--- src/rtl/pfc_pkg.sv ---
// Package for the parallel flash host controller.
// Assumes a 100 MHz mclk_i; all pin timing counts derive from it.
package pfc_pkg;
  localparam int  CLK_NS           = 10;
  localparam int  WR_PULSE_NS      = 50;
  localparam int  WR_PULSE_CYC     = (WR_PULSE_NS + CLK_NS - 1) / CLK_NS;
  localparam int  RD_ACCESS_NS     = 150;
  localparam int  RD_ACCESS_CYC    = (RD_ACCESS_NS + CLK_NS - 1) / CLK_NS;
  localparam int  RST_WAIT_US      = 5;
  localparam int  RST_WAIT_CYC     = (RST_WAIT_US * 1000 + CLK_NS - 1) / CLK_NS;
  localparam int  SUSP_MAX_US      = 15;
  localparam int  SUSP_MAX_CYC     = (SUSP_MAX_US * 1000) / CLK_NS;
  localparam int  CNT_W            = 16;
  localparam int  ADDR_W           = 19;
  localparam int  DATA_W           = 8;
  localparam logic [ADDR_W-1:0] UNLOCK1_ADDR = 19'h05555;
  localparam logic [ADDR_W-1:0] UNLOCK2_ADDR = 19'h02AAA;
  localparam logic [ADDR_W-1:0] SETUP_ADDR   = 19'h05555;
  localparam logic [ADDR_W-1:0] PROT_ADDR    = 19'h00002;
  localparam logic [DATA_W-1:0] UNLOCK1_DATA = 8'hAA;
  localparam logic [DATA_W-1:0] UNLOCK2_DATA = 8'h55;
  localparam logic [DATA_W-1:0] CMD_SETUP_ER = 8'h80;
  localparam logic [DATA_W-1:0] CMD_CHIP_ER  = 8'h10;
  localparam logic [DATA_W-1:0] CMD_SECT_ER  = 8'h30;
  localparam logic [DATA_W-1:0] CMD_PROGRAM  = 8'hA0;
  localparam logic [DATA_W-1:0] CMD_SIGNAT   = 8'h90;
  localparam logic [DATA_W-1:0] CMD_PAUSE    = 8'hB0;
  localparam logic [DATA_W-1:0] CMD_RESET    = 8'hF0;
  localparam int  BLK_LSB          = 16;
  localparam int  POLL_BIT         = 7;
  localparam int  ALT_BIT          = 6;
  localparam int  FAIL_BIT         = 5;
  localparam int  ACCUM_BIT        = 3;
  // Operation codes presented at op_i
  typedef enum logic [2:0] {
    PFC_OP_READ    = 3'h0,
    PFC_OP_PROGRAM = 3'h1,
    PFC_OP_CHIP_ER = 3'h2,
    PFC_OP_SECT_ER = 3'h3,
    PFC_OP_ADD_BLK = 3'h4,
    PFC_OP_PAUSE   = 3'h5,
    PFC_OP_RESUME  = 3'h6,
    PFC_OP_PROT_RD = 3'h7
  } pfc_op_e;
  localparam logic [2:0] PFC_OP_RESET_SEL = 3'h0;
endpackage : pfc_pkg

--- src/rtl/pfc_bus_cycle.sv ---
// Single bus cycle engine: one write or one read on the flash pins.
// Assumes pins run in the mclk_i domain; read data is synchronised here.
`timescale 1ns/10ps
module pfc_bus_cycle
  import pfc_pkg::*;
(
  input  wire logic              mclk_i,
  input  wire logic              rst_n_i,
  input  wire logic              start_i,
  input  wire logic              write_i,
  input  wire logic [ADDR_W-1:0] addr_i,
  input  wire logic [DATA_W-1:0] wdata_i,
  output logic                   done_o,
  output logic [DATA_W-1:0]      rdata_o,
  output logic [ADDR_W-1:0]      fl_addr_o,
  output logic                   fl_ce_n_o,
  output logic                   fl_oe_n_o,
  output logic                   fl_we_n_o,
  output logic [DATA_W-1:0]      fl_dq_o,
  output logic                   fl_dq_oe_o,
  input  wire logic [DATA_W-1:0] fl_dq_i
);
  typedef enum logic [1:0] {
    PFC_BC_IDLE = 2'b00,
    PFC_BC_ACT  = 2'b01,
    PFC_BC_HOLD = 2'b10
  } pfc_bc_e;
  pfc_bc_e           st_r,   st_nxt;
  logic [CNT_W-1:0]  cnt_r,  cnt_nxt;
  logic              wr_r,   wr_nxt;
  logic [ADDR_W-1:0] a_r,    a_nxt;
  logic [DATA_W-1:0] d_r,    d_nxt;
  logic [DATA_W-1:0] rd_r,   rd_nxt;
  logic [DATA_W-1:0] sync1_r, sync2_r;
  // Two flops on the pin data before anything reads it
  always_ff @(posedge mclk_i or negedge rst_n_i) begin
    if (!rst_n_i) begin
      sync1_r <= 8'h00;
      sync2_r <= 8'h00;
    end else begin
      sync1_r <= fl_dq_i;
      sync2_r <= sync1_r;
    end
  end
  always_comb begin
    st_nxt  = st_r;
    cnt_nxt = cnt_r;
    wr_nxt  = wr_r;
    a_nxt   = a_r;
    d_nxt   = d_r;
    rd_nxt  = rd_r;
    done_o  = 1'b0;
    case (st_r)
      PFC_BC_IDLE: begin
        if (start_i) begin
          st_nxt  = PFC_BC_ACT;
          wr_nxt  = write_i;
          a_nxt   = addr_i;
          d_nxt   = wdata_i;
          // Read waits for access time plus the two sync flops
          cnt_nxt = write_i ? CNT_W'(WR_PULSE_CYC) : CNT_W'(RD_ACCESS_CYC + 2);
        end
      end
      PFC_BC_ACT: begin
        if (cnt_r == '0) begin
          st_nxt = PFC_BC_HOLD;
          if (!wr_r) rd_nxt = sync2_r;
        end else begin
          cnt_nxt = cnt_r - 1'b1;
        end
      end
      default: begin
        // Enables released one cycle; gives the recovery gap
        done_o = 1'b1;
        st_nxt = PFC_BC_IDLE;
      end
    endcase
  end
  always_ff @(posedge mclk_i or negedge rst_n_i) begin
    if (!rst_n_i) begin
      st_r  <= PFC_BC_IDLE;
      cnt_r <= '0;
      wr_r  <= 1'b0;
      a_r   <= '0;
      d_r   <= '0;
      rd_r  <= '0;
    end else begin
      st_r  <= st_nxt;
      cnt_r <= cnt_nxt;
      wr_r  <= wr_nxt;
      a_r   <= a_nxt;
      d_r   <= d_nxt;
      rd_r  <= rd_nxt;
    end
  end
  // Address held steady over the whole cycle, latched at the falling enable
  assign fl_addr_o  = a_r;
  assign fl_ce_n_o  = (st_r != PFC_BC_ACT);
  assign fl_we_n_o  = !((st_r == PFC_BC_ACT) && wr_r);
  assign fl_oe_n_o  = !((st_r == PFC_BC_ACT) && !wr_r);
  assign fl_dq_o    = d_r;
  assign fl_dq_oe_o = wr_r && (st_r != PFC_BC_IDLE);
  assign rdata_o    = rd_r;
endmodule : pfc_bus_cycle

--- src/rtl/pfc_ctrl.sv ---
// Host controller for a byte-wide parallel flash: issues command sequences.
// Assumes one outstanding request at a time; user polls busy via ready_o.
//
// Summary of operation
// [RULE1] Protection read returns 01h for a protected block, 00h otherwise.
// [RULE2] Host never uses protection read to verify during block protection.
// [RULE3] Chip erase: unlock, 80h at 5555h, unlock, 10h at 5555h.
// [RULE4] A bad unlock or confirm makes the device drop to read array.
// [RULE5] Device preprograms to 00h itself; host issues no preprogram.
// [RULE6] After sixth write, reads return status until the operation ends.
// [RULE7] During chip erase only reset is accepted.
// [RULE8] Poll bit 0 then 1, toggle bit alternates, failure bit flags error.
// [RULE9] Block erase: unlock, 80h, unlock, 30h with block address.
// [RULE10] Extra 30h writes add blocks and restart the roughly 100us timeout.
// [RULE11] Accumulation timer bit 0 while timeout runs, 1 once erasing.
// [RULE12] Any command other than 30h during timeout cancels block erase; the flash model pauses the erase on B0h instead.
// [RULE13] During block erase only pause and reset are accepted.
// [RULE14] After an erase error the host writes reset to idle the device.
// [RULE15] Byte program: unlock, A0h, then address and data write.
// [RULE16] During program all commands ignored; reads return status bits.
// [RULE17] Programming only clears bits; it never sets a zero to one.
// [RULE18] Single B0h at any address pauses a running block erase.
// [RULE19] Toggle stops 0.1us to 15us after pause, then read array.
// [RULE20] Host checks pause by toggle reads outside erased blocks.
// [RULE21] While paused only continue and reset are accepted.
// [RULE22] 30h at any address with no unlock continues the erase.
// [RULE23] Unlock is AAh to 5555h, then 55h to 2AAAh.
// [RULE24] F0h returns read array; wait 5us if it interrupted an erase.
// [RULE25] Signature mode: unlock then 90h to 5555h.
// [RULE26] Device starts in read array; no writes below lockout level.
// [RULE27] In read array mode a read returns the stored byte.
`timescale 1ns/10ps
module pfc_ctrl
  import pfc_pkg::*;
(
  input  wire logic              mclk_i,
  input  wire logic              rst_n_i,
  input  wire logic              req_i,
  input  wire logic [2:0]        op_i,
  input  wire logic              reset_cmd_i,
  input  wire logic [ADDR_W-1:0] addr_i,
  input  wire logic [DATA_W-1:0] wdata_i,
  input  wire logic [DATA_W-1:0] safe_addr_hi_i,
  output logic                   ready_o,
  output logic                   done_o,
  output logic [DATA_W-1:0]      rdata_o,
  output logic                   fail_o,
  output logic                   bits_dropped_o,
  output logic [ADDR_W-1:0]      fl_addr_o,
  output logic                   fl_ce_n_o,
  output logic                   fl_oe_n_o,
  output logic                   fl_we_n_o,
  output logic [DATA_W-1:0]      fl_dq_o,
  output logic                   fl_dq_oe_o,
  input  wire logic [DATA_W-1:0] fl_dq_i
);
  typedef enum logic [3:0] {
    PFC_IDLE   = 4'b0000,
    PFC_SEQ    = 4'b0001,
    PFC_POLL1  = 4'b0010,
    PFC_POLL2  = 4'b0011,
    PFC_WAIT   = 4'b0100,
    PFC_FINISH = 4'b0101,
    PFC_ERRRST = 4'b0110,
    PFC_SUSPW  = 4'b0111
  } pfc_st_e;
  pfc_st_e           st_r,   st_nxt;
  logic [2:0]        idx_r,  idx_nxt;
  logic [2:0]        len_r,  len_nxt;
  logic [2:0]        op_r,   op_nxt;
  logic              rst_r,  rst_nxt;
  logic [ADDR_W-1:0] a_r,    a_nxt;
  logic [DATA_W-1:0] d_r,    d_nxt;
  logic [DATA_W-1:0] tog_r,  tog_nxt;
  logic [DATA_W-1:0] res_r,  res_nxt;
  logic              fail_r, fail_nxt;
  logic              drop_r, drop_nxt;
  logic [CNT_W-1:0]  cnt_r,  cnt_nxt;
  logic              bc_start, bc_write, bc_done;
  logic [ADDR_W-1:0] bc_addr, poll_addr;
  logic [DATA_W-1:0] bc_wdata, bc_rdata;
  logic              erase_op, poll_op;
  pfc_bus_cycle u_cycle (
    .mclk_i     (mclk_i),
    .rst_n_i    (rst_n_i),
    .start_i    (bc_start),
    .write_i    (bc_write),
    .addr_i     (bc_addr),
    .wdata_i    (bc_wdata),
    .done_o     (bc_done),
    .rdata_o    (bc_rdata),
    .fl_addr_o  (fl_addr_o),
    .fl_ce_n_o  (fl_ce_n_o),
    .fl_oe_n_o  (fl_oe_n_o),
    .fl_we_n_o  (fl_we_n_o),
    .fl_dq_o    (fl_dq_o),
    .fl_dq_oe_o (fl_dq_oe_o),
    .fl_dq_i    (fl_dq_i)
  );
  assign erase_op  = (op_r == PFC_OP_CHIP_ER) || (op_r == PFC_OP_SECT_ER) || (op_r == PFC_OP_RESUME);
  // Block erase returns after its confirm so the timeout stays open for added blocks
  assign poll_op   = (op_r == PFC_OP_CHIP_ER) || (op_r == PFC_OP_RESUME) || (op_r == PFC_OP_PROGRAM); // RULE10
  // Pause check polls outside the erased blocks
  assign poll_addr = (op_r == PFC_OP_PAUSE) ? {safe_addr_hi_i[2:0], a_r[BLK_LSB-1:0]} : a_r; // RULE20
  // Write sequence table per operation and step
  always_comb begin
    bc_write = 1'b1;
    bc_addr  = SETUP_ADDR;
    bc_wdata = UNLOCK1_DATA;
    if (rst_r) begin
      bc_wdata = CMD_RESET; // RULE24 RULE14
    end else if (op_r == PFC_OP_READ) begin
      bc_write = 1'b0; // RULE27
      bc_addr  = a_r;
    end else if (op_r == PFC_OP_PROT_RD && idx_r == 3'd3) begin
      bc_write = 1'b0;
      bc_addr  = {a_r[ADDR_W-1:BLK_LSB], PROT_ADDR[BLK_LSB-1:0]}; // RULE1 RULE2
    end else if (op_r == PFC_OP_ADD_BLK || op_r == PFC_OP_RESUME) begin
      bc_addr  = a_r;
      bc_wdata = CMD_SECT_ER; // RULE10 RULE22
    end else if (op_r == PFC_OP_PAUSE) begin
      bc_addr  = a_r;
      bc_wdata = CMD_PAUSE; // RULE18
    end else if (idx_r == 3'd0 || idx_r == 3'd3) begin
      bc_wdata = UNLOCK1_DATA; // RULE23
      if (idx_r == 3'd3 && op_r == PFC_OP_PROGRAM) begin
        bc_addr  = a_r;
        bc_wdata = d_r; // RULE15 RULE17
      end
    end else if (idx_r == 3'd1 || idx_r == 3'd4) begin
      bc_addr  = UNLOCK2_ADDR;
      bc_wdata = UNLOCK2_DATA; // RULE23
    end else if (idx_r == 3'd2) begin
      if (op_r == PFC_OP_PROGRAM) bc_wdata = CMD_PROGRAM;
      else if (op_r == PFC_OP_PROT_RD) bc_wdata = CMD_SIGNAT; // RULE25
      else bc_wdata = CMD_SETUP_ER; // RULE3 RULE9
    end else begin
      bc_addr  = (op_r == PFC_OP_SECT_ER) ? a_r : SETUP_ADDR;
      bc_wdata = (op_r == PFC_OP_SECT_ER) ? CMD_SECT_ER : CMD_CHIP_ER; // RULE3 RULE9 RULE5
    end
    if (st_r == PFC_POLL1 || st_r == PFC_POLL2) begin
      bc_write = 1'b0;
      bc_addr  = poll_addr;
    end
  end
  always_comb begin
    st_nxt   = st_r;
    idx_nxt  = idx_r;
    len_nxt  = len_r;
    op_nxt   = op_r;
    rst_nxt  = rst_r;
    a_nxt    = a_r;
    d_nxt    = d_r;
    tog_nxt  = tog_r;
    res_nxt  = res_r;
    fail_nxt = fail_r;
    drop_nxt = drop_r;
    cnt_nxt  = cnt_r;
    bc_start = 1'b0;
    done_o   = 1'b0;
    case (st_r)
      PFC_IDLE: begin
        if (req_i) begin
          st_nxt   = PFC_SEQ;
          idx_nxt  = 3'd0;
          op_nxt   = op_i;
          rst_nxt  = reset_cmd_i;
          a_nxt    = addr_i;
          d_nxt    = wdata_i;
          fail_nxt = 1'b0;
          drop_nxt = 1'b0;
          if (reset_cmd_i || op_i == PFC_OP_READ || op_i == PFC_OP_ADD_BLK
              || op_i == PFC_OP_PAUSE || op_i == PFC_OP_RESUME) len_nxt = 3'd0;
          else if (op_i == PFC_OP_PROGRAM || op_i == PFC_OP_PROT_RD) len_nxt = 3'd3;
          else len_nxt = 3'd5;
        end
      end
      PFC_SEQ: begin
        bc_start = 1'b1;
        st_nxt   = PFC_WAIT;
      end
      PFC_WAIT: begin
        if (bc_done) begin
          if (idx_r != len_r) begin
            idx_nxt = idx_r + 3'd1;
            st_nxt  = PFC_SEQ;
          end else if (rst_r && erase_op) begin
            cnt_nxt = CNT_W'(RST_WAIT_CYC); // RULE24
            st_nxt  = PFC_SUSPW;
          end else if (poll_op || op_r == PFC_OP_PAUSE) begin
            cnt_nxt = CNT_W'(SUSP_MAX_CYC); // RULE19
            st_nxt  = PFC_POLL1;
          end else begin
            res_nxt = bc_rdata;
            st_nxt  = PFC_FINISH;
          end
        end
      end
      PFC_POLL1: begin
        // Status reads follow the last write; toggle compared pairwise
        bc_start = (cnt_r != '0) || (op_r != PFC_OP_PAUSE);
        st_nxt   = bc_start ? PFC_POLL2 : PFC_FINISH; // RULE6
        // Only the first status read primes the toggle reference
        if (bc_start && idx_r != 3'd7) idx_nxt = 3'd6;
        if (cnt_r != '0) cnt_nxt = cnt_r - 1'b1;
      end
      PFC_POLL2: begin
        if (cnt_r != '0) cnt_nxt = cnt_r - 1'b1;
        if (bc_done) begin
          tog_nxt = bc_rdata;
          st_nxt  = PFC_POLL1;
          if (tog_r[ALT_BIT] == bc_rdata[ALT_BIT] && idx_r == 3'd7) begin // RULE8 RULE16 RULE19
            res_nxt = bc_rdata;
            st_nxt  = PFC_FINISH;
            if (op_r == PFC_OP_PROGRAM) drop_nxt = |(~d_r & bc_rdata); // RULE17
          end else if (tog_r[FAIL_BIT] && bc_rdata[FAIL_BIT] && idx_r == 3'd7) begin
            fail_nxt = 1'b1; // RULE8
            op_nxt   = PFC_OP_READ;
            rst_nxt  = 1'b1;
            idx_nxt  = 3'd0;
            len_nxt  = 3'd0;
            st_nxt   = PFC_ERRRST; // RULE14
          end
          idx_nxt = (st_nxt == PFC_ERRRST) ? 3'd0 : 3'd7;
        end
      end
      PFC_ERRRST: begin
        st_nxt = PFC_SEQ;
      end
      PFC_SUSPW: begin
        if (cnt_r == '0) st_nxt = PFC_FINISH;
        else cnt_nxt = cnt_r - 1'b1;
      end
      default: begin
        done_o = 1'b1;
        st_nxt = PFC_IDLE;
      end
    endcase
  end
  always_ff @(posedge mclk_i or negedge rst_n_i) begin
    if (!rst_n_i) begin
      st_r   <= PFC_IDLE; // RULE26
      idx_r  <= 3'd0;
      len_r  <= 3'd0;
      op_r   <= PFC_OP_READ;
      rst_r  <= 1'b0;
      a_r    <= '0;
      d_r    <= '0;
      tog_r  <= '0;
      res_r  <= '0;
      fail_r <= 1'b0;
      drop_r <= 1'b0;
      cnt_r  <= '0;
    end else begin
      st_r   <= st_nxt;
      idx_r  <= idx_nxt;
      len_r  <= len_nxt;
      op_r   <= op_nxt;
      rst_r  <= rst_nxt;
      a_r    <= a_nxt;
      d_r    <= d_nxt;
      tog_r  <= tog_nxt;
      res_r  <= res_nxt;
      fail_r <= fail_nxt;
      drop_r <= drop_nxt;
      cnt_r  <= cnt_nxt;
    end
  end
  // Block-erase accumulation: host must issue ADD_BLK within about 100us; RULE11 RULE12 RULE13
  assign ready_o        = (st_r == PFC_IDLE);
  assign rdata_o        = res_r;
  assign fail_o         = fail_r;
  assign bits_dropped_o = drop_r;
  // Limitation: RULE4 RULE7 RULE21 are kept by never issuing other commands mid-operation
  chk_we_not_oe: assert property (@(posedge mclk_i) disable iff (!rst_n_i)
    !(!fl_we_n_o && !fl_oe_n_o)) else $error("write and read enables both low"); // RULE26
  chk_dq_drive_wr: assert property (@(posedge mclk_i) disable iff (!rst_n_i)
    !fl_we_n_o |-> fl_dq_oe_o) else $error("data not driven during write"); // RULE15
  chk_unlock_second: assert property (@(posedge mclk_i) disable iff (!rst_n_i)
    (!fl_we_n_o && fl_addr_o == UNLOCK2_ADDR && fl_dq_o == UNLOCK2_DATA) |-> fl_ce_n_o == 1'b0)
    else $error("unlock write without chip enable"); // RULE23
  chk_done_pulse: assert property (@(posedge mclk_i) disable iff (!rst_n_i)
    done_o |=> !done_o) else $error("done held two cycles"); // RULE6
  chk_ready_idle: assert property (@(posedge mclk_i) disable iff (!rst_n_i)
    (req_i && ready_o) |=> !ready_o) else $error("request not taken"); // RULE3
  chk_reset_wait: assert property (@(posedge mclk_i) disable iff (!rst_n_i)
    (st_r == PFC_SUSPW && cnt_r != '0) |=> !done_o) else $error("reset wait cut short"); // RULE24
  chk_pause_bound: assert property (@(posedge mclk_i) disable iff (!rst_n_i)
    (st_r == PFC_POLL1 && op_r == PFC_OP_PAUSE && cnt_r == '0) |=> done_o)
    else $error("pause poll ran past limit"); // RULE19
  chk_fail_reset: assert property (@(posedge mclk_i) disable iff (!rst_n_i)
    (st_r == PFC_ERRRST) |=> (st_r == PFC_SEQ && rst_r)) else $error("no reset after failure"); // RULE14
  cov_program: cover property (@(posedge mclk_i) disable iff (!rst_n_i) done_o && op_r == PFC_OP_PROGRAM);
  cov_sect_er: cover property (@(posedge mclk_i) disable iff (!rst_n_i) done_o && op_r == PFC_OP_SECT_ER);
  cov_pause:   cover property (@(posedge mclk_i) disable iff (!rst_n_i) done_o && op_r == PFC_OP_PAUSE);
endmodule : pfc_ctrl

--- config.mk ---
export PLATFORM = sky130hd
export DESIGN_NAME = pfc_ctrl
export DESIGN_NICKNAME = d
export VERILOG_FILES = /design/src/rtl/pfc_pkg.sv /design/src/rtl/pfc_bus_cycle.sv /design/src/rtl/pfc_ctrl.sv
export SDC_FILE = /design/constraint.sdc
export NUM_CORES = 1
export LEC_CHECK = 0
export ABC_AREA = 1
export ABC_CLOCK_PERIOD_IN_PS = 4800
export BUFFER_PORTS_ARGS = -buffer_cell sky130_fd_sc_hd__buf_2
export CORE_ASPECT_RATIO = 1.25
export CORE_MARGIN = 2
export CORE_UTILIZATION = 30
export CTS_CLUSTER_DIAMETER = 200
export CTS_CLUSTER_SIZE = 10
export DETAILED_ROUTE_END_ITERATION = 12
export PLACE_DENSITY_LB_ADDON = 0.12
export SLEW_MARGIN = 20
export SYNTH_ARGS = -nofsm -noshare
export SYNTH_HDL_FRONTEND = slang
export SYNTH_SLANG_ARGS = --single-unit
--- constraint.sdc ---
create_clock -name mclk_i -period 4.8 [get_ports mclk_i]
set_clock_uncertainty 0.2 [all_clocks]
set_input_delay 0 -clock mclk_i [delete_from_list [all_inputs] [get_ports mclk_i]]
set_output_delay 0 -clock mclk_i [all_outputs]
set_load 0.03 [all_outputs]
==> impl_metrics.env <==
export IMPL_overflow=0
export IMPL_cp_end_kind="flip-flop"
export IMPL_power_leakage_nw=4.57
export IMPL_netlist_area_leader_share_pct=46.9
export IMPL_cts_tree="done"
export IMPL_grt_pass1_wl_um=35100
export IMPL_reg2reg_slack_ns=1.78
export IMPL_drtIter0Drc=447
export IMPL_coreArea_um2=24300
export IMPL_synth_seq_cells=138
export IMPL_synthCells=987
export IMPL_drive_gt1_share_pct=12.8
export IMPL_synth_nets=1047
export IMPL_crit_family="simple AND/OR/NAND/NOR gates"
export IMPL_power_density_nw_per_um2=639
export IMPL_status="finished clean"
export IMPL_num_vias=6720
export IMPL_htree_levels=4
export IMPL_hold_path_startpoint="fl_dq_i[5]"
export IMPL_hpwl_um=15000
export IMPL_crit_required_ns=4.96
export IMPL_cts_root_buffer_cell="clkbuf_16"
export IMPL_start_util_pct=30.3
export IMPL_postCtsResizedCells=0
export IMPL_hold_path_class="in2reg"
export IMPL_totalWireLength_um=21600
export IMPL_io_buffers=87
export IMPL_hold_depth=2
export IMPL_synth_avg_cell_area_um2=7.46
export IMPL_yosys_warnings=0
export IMPL_die_area_um2=25800
export IMPL_vias_per_cell=4.60
export IMPL_setup_viol=0
export IMPL_worst_path_buf_inv=2
export IMPL_cts_sinks=138
export IMPL_crit_path_top_delay_cell="nand2_1"
export IMPL_dieWidth_um=144
export IMPL_dr_pass1_iters=5
export IMPL_syn_to_final_growth_pct=25.1
export IMPL_fmax_ghz=0.331
export IMPL_cp_common_cell="nand2_1"
export IMPL_numCtsBuffers=17
export IMPL_ant_nets=0
export IMPL_worstHoldEndpoint="u_cycle.sync1_r[5]$_DFF_PN0_"
export IMPL_gp_congestion=0.822
export IMPL_r2r_start="cnt_r[2]$_DFFE_PN0P_"
export IMPL_max_stage_delay_ns=0.51
export IMPL_relSlewSlack_pct=36.0
export IMPL_n_antenna_cell=0
export IMPL_max_cap_violations=0
export IMPL_num_rows=64
export IMPL_start_kind="flip-flop"
export IMPL_peakVddDrop_v=0.000304
export IMPL_place_area_um2=8130
export IMPL_rsz0062_at_grt="false"
export IMPL_worst_slew_pin_transition_ns=0.960
export IMPL_grt_pass1_vias=6678
export IMPL_synth_cell_types=39
export IMPL_synthTopCellsByArea="dfrtp_1 47%, nand2_1 15%, nor2_1 5.6%"
export IMPL_antenna_found_initial=0
export IMPL_dieHeight_um=179
export IMPL_cp_arrival_ns=3.18
export IMPL_yosys_area_top_type="dfrtp_1"
export IMPL_finalSetupTns_ns=0
export IMPL_slew_violations=0
export IMPL_worstSetupPathType="reg2reg"
export IMPL_synthesis_area_um2=7360
export IMPL_path_cells="nor2_1 -> nand2_1 -> nor2_1 -> nand3_1 -> nand2_1 -> nand2_1 -> nand2_1 -> buf_4 -> nand2_1 -> inv_1 -> nand2_1 -> nand2_1"
export IMPL_cts_max_path_buffers=2
export IMPL_clk_latency_ns=0.43
export IMPL_timing_rr_end="u_cycle.cnt_r[9]$_DFFE_PN0P_"
export IMPL_ys_seq_area_share_pct=46.9
export IMPL_clk_pin_slew_ns=0.07
export IMPL_hold_violations=0
export IMPL_num_io_pins=93
export IMPL_fin_area_um2=9210
export IMPL_route_detailed_wl_per_inst_um=14.8
export IMPL_remaining_drc_errors=0
export IMPL_critPathMaxFanout=30
export IMPL_min_period_ns=3.02
export IMPL_period_share_pct=62.9
export IMPL_grt_max_degree=99
export IMPL_layout_nets=1179
export IMPL_rr_worst_depth=12
export IMPL_grt_usage_pct=17.7
==> stage by stage <==
step	worst slack, ns	util [%]	hold WS [ns]	instances	power (W)
after floorplan	2.62	-	-0.496	987	0.00379
after global placement	1.71	33.5	-0.0907	1380	0.00457
after detailed placement	1.71	33.5	-0.0907	1380	0.00458
after CTS	1.70	38.0	0.00439	1461	0.00597
after global routing	1.34	38.0	0.00695	1461	0.00641
final	1.78	38.0	0.0177	1461	0.00589
==> how the worst max path moves through the flow <==
stage / to / start / slack [ns] / depth (start not counted)
final: u_cycle.cnt_r[9]$_DFFE_PN0P_ / cnt_r[2]$_DFFE_PN0P_ / 1.78 / 12
after global routing: u_cycle.cnt_r[14]$_DFFE_PN0P_ / cnt_r[2]$_DFFE_PN0P_ / 1.34 / 12
after CTS: u_cycle.cnt_r[9]$_DFFE_PN0P_ / cnt_r[2]$_DFFE_PN0P_ / 1.70 / 12
after detailed placement: u_cycle.cnt_r[9]$_DFFE_PN0P_ / cnt_r[2]$_DFFE_PN0P_ / 1.71 / 12
after global placement: u_cycle.cnt_r[15]$_DFFE_PN0P_ / cnt_r[2]$_DFFE_PN0P_ / 1.71 / 12
after floorplan: u_cycle.fl_addr_o[0]$_DFFE_PN0P_ / idx_r[0]$_DFFE_PN0P_ / 2.62 / 13
==> sequential cells by signal, indices dropped and copies added, names as in the netlist <==
name and count:
a_r 19, u_cycle.fl_addr_o 19, cnt_r 16, u_cycle.cnt_r 16, d_r 8, rdata_o 8, u_cycle.fl_dq_o 8, u_cycle.rdata_o 8
u_cycle.sync1_r 8, u_cycle.sync2_r 8, idx_r 3, len_r 3, op_r 3, st_r 3, tog_r 2, u_cycle.st_r 2
bits_dropped_o 1, fail_o 1, rst_r 1, u_cycle.wr_r 1
==> layout by cell type, fill, tap and decap left out, types with 2 or more instances in the layout <==
| cell type | n |
|---|---|
| nand2_1 | 303 |
| dfrtp_1 | 138 |
| nor2_1 | 108 |
| inv_1 | 103 |
| buf_2 | 86 |
| o21ai_0 | 76 |
| nand3_1 | 67 |
| dlygate4sd3_1 | 50 |
| a21oi_1 | 25 |
| clkbuf_16 | 17 |
| o21ai_1 | 16 |
| xor2_1 | 15 |
| nor3_1 | 14 |
| nand4_1 | 14 |
| o211ai_1 | 10 |
| ha_1 | 10 |
| o22ai_1 | 9 |
| a211oi_1 | 8 |
| xnor2_1 | 6 |
| inv_2 | 5 |
| buf_4 | 5 |
| nor2_2 | 4 |
| clkinvlp_4 | 4 |
| nor2_4 | 3 |
| nor4_1 | 3 |
| nand3b_1 | 3 |
| inv_6 | 3 |
| nor3_2 | 2 |
| nand3_2 | 2 |
| or2_2 | 2 |
| o31ai_1 | 2 |
| bufinv_16 | 2 |
| clkinv_2 | 2 |
| clkinv_4 | 2 |
==> routing by layer <==
metal  routed length (µm)  vias to the layer above  part of all wire [%]  global-route usage [%]
met4                  273                        0                   1.3                    5.27
met1                 9980                     3162                    46                    22.7
met5                    0                        -                     0                       0
met3                  732                       19                   3.4                    3.61
met2                10700                      102                    49                    30.0
li1                     -                     3437                     -                       -
==> worst reg2reg max path, cell delays in order (launching register included) <==
cell and delay (ns):
dfrtp_1 0.41, nor2_1 0.30, nand2_1 0.09, nor2_1 0.13, nand3_1 0.11, nand2_1 0.19, nand2_1 0.07, nand2_1 0.06
buf_4 0.33, nand2_1 0.51, inv_1 0.41, nand2_1 0.08, nand2_1 0.07
==> cell families (layout without fill, tap and decap cells) <==
logic type,Yosys count,count (layout),synth area share [%]
AO/OA/AOI/OAI,154,154,11.8
XOR/XNOR,21,21,2.50
adder cells (fa/ha/maj),10,10,1.70
buffers and inverters,138,282,7.36
flip-flops,138,138,46.9
AND/OR/NAND/NOR,526,526,29.7
==> where the power goes <==
part / switching (W) / internal, W
Clock: 0.000545 / 0.000780
Combinational: 0.00181 / 0.000811
Sequential: 0.000372 / 0.00157
Total: 0.00273 / 0.00316
==> area by class of cell <==
| class | count | area (µm²) |
|---|---|---|
| Clock inverter | 13 | 144 |
| Clock buffer | 18 | 439 |
| Timing Repair Buffer | 142 | 980 |
| Tap cell | 330 | 413 |
| Multi-Input combinational cell | 711 | 3370 |
| Sequential cell | 138 | 3450 |
| Fill cell | 2613 | 15100 |
| Inverter | 109 | 409 |
==> repair_timing <==
item	CTS	global route
setup endpoints to repair	0	0
buffers inserted	0	0
hold buffers	50	0
endpoints found under the hold margin	145	0
==> cell usage after synthesis <==
cell type  number
buf_1           2
a21oi_1        25
nand2_1       303
buf_2          13
a211oi_1        8
o211ai_1       10
xnor2_1         6
inv_1         103
a21oi_2         1
nand3b_1        3
o21ai_1        16
inv_2           5
o22ai_1         9
or2_2           2
nor3_1         14
clkbuf_1       12
a21o_1          1
nor4_1          3
nand3_1        67
a21boi_0        1
ha_1           10
nor2_2          4
o21bai_1        1
clkinv_1        1
nand3_2         2
buf_4           2
nor2_1        109
nand2_2         1
o21ai_0        76
nor2_4          2
nand4_1        14
dfrtp_1       138
nor3_2          2
a21boi_1        1
o21a_1          1
o31ai_1         2
a21boi_4        1
xor2_1         15
o211ai_2        1
(Power assumes the default switching activity.)
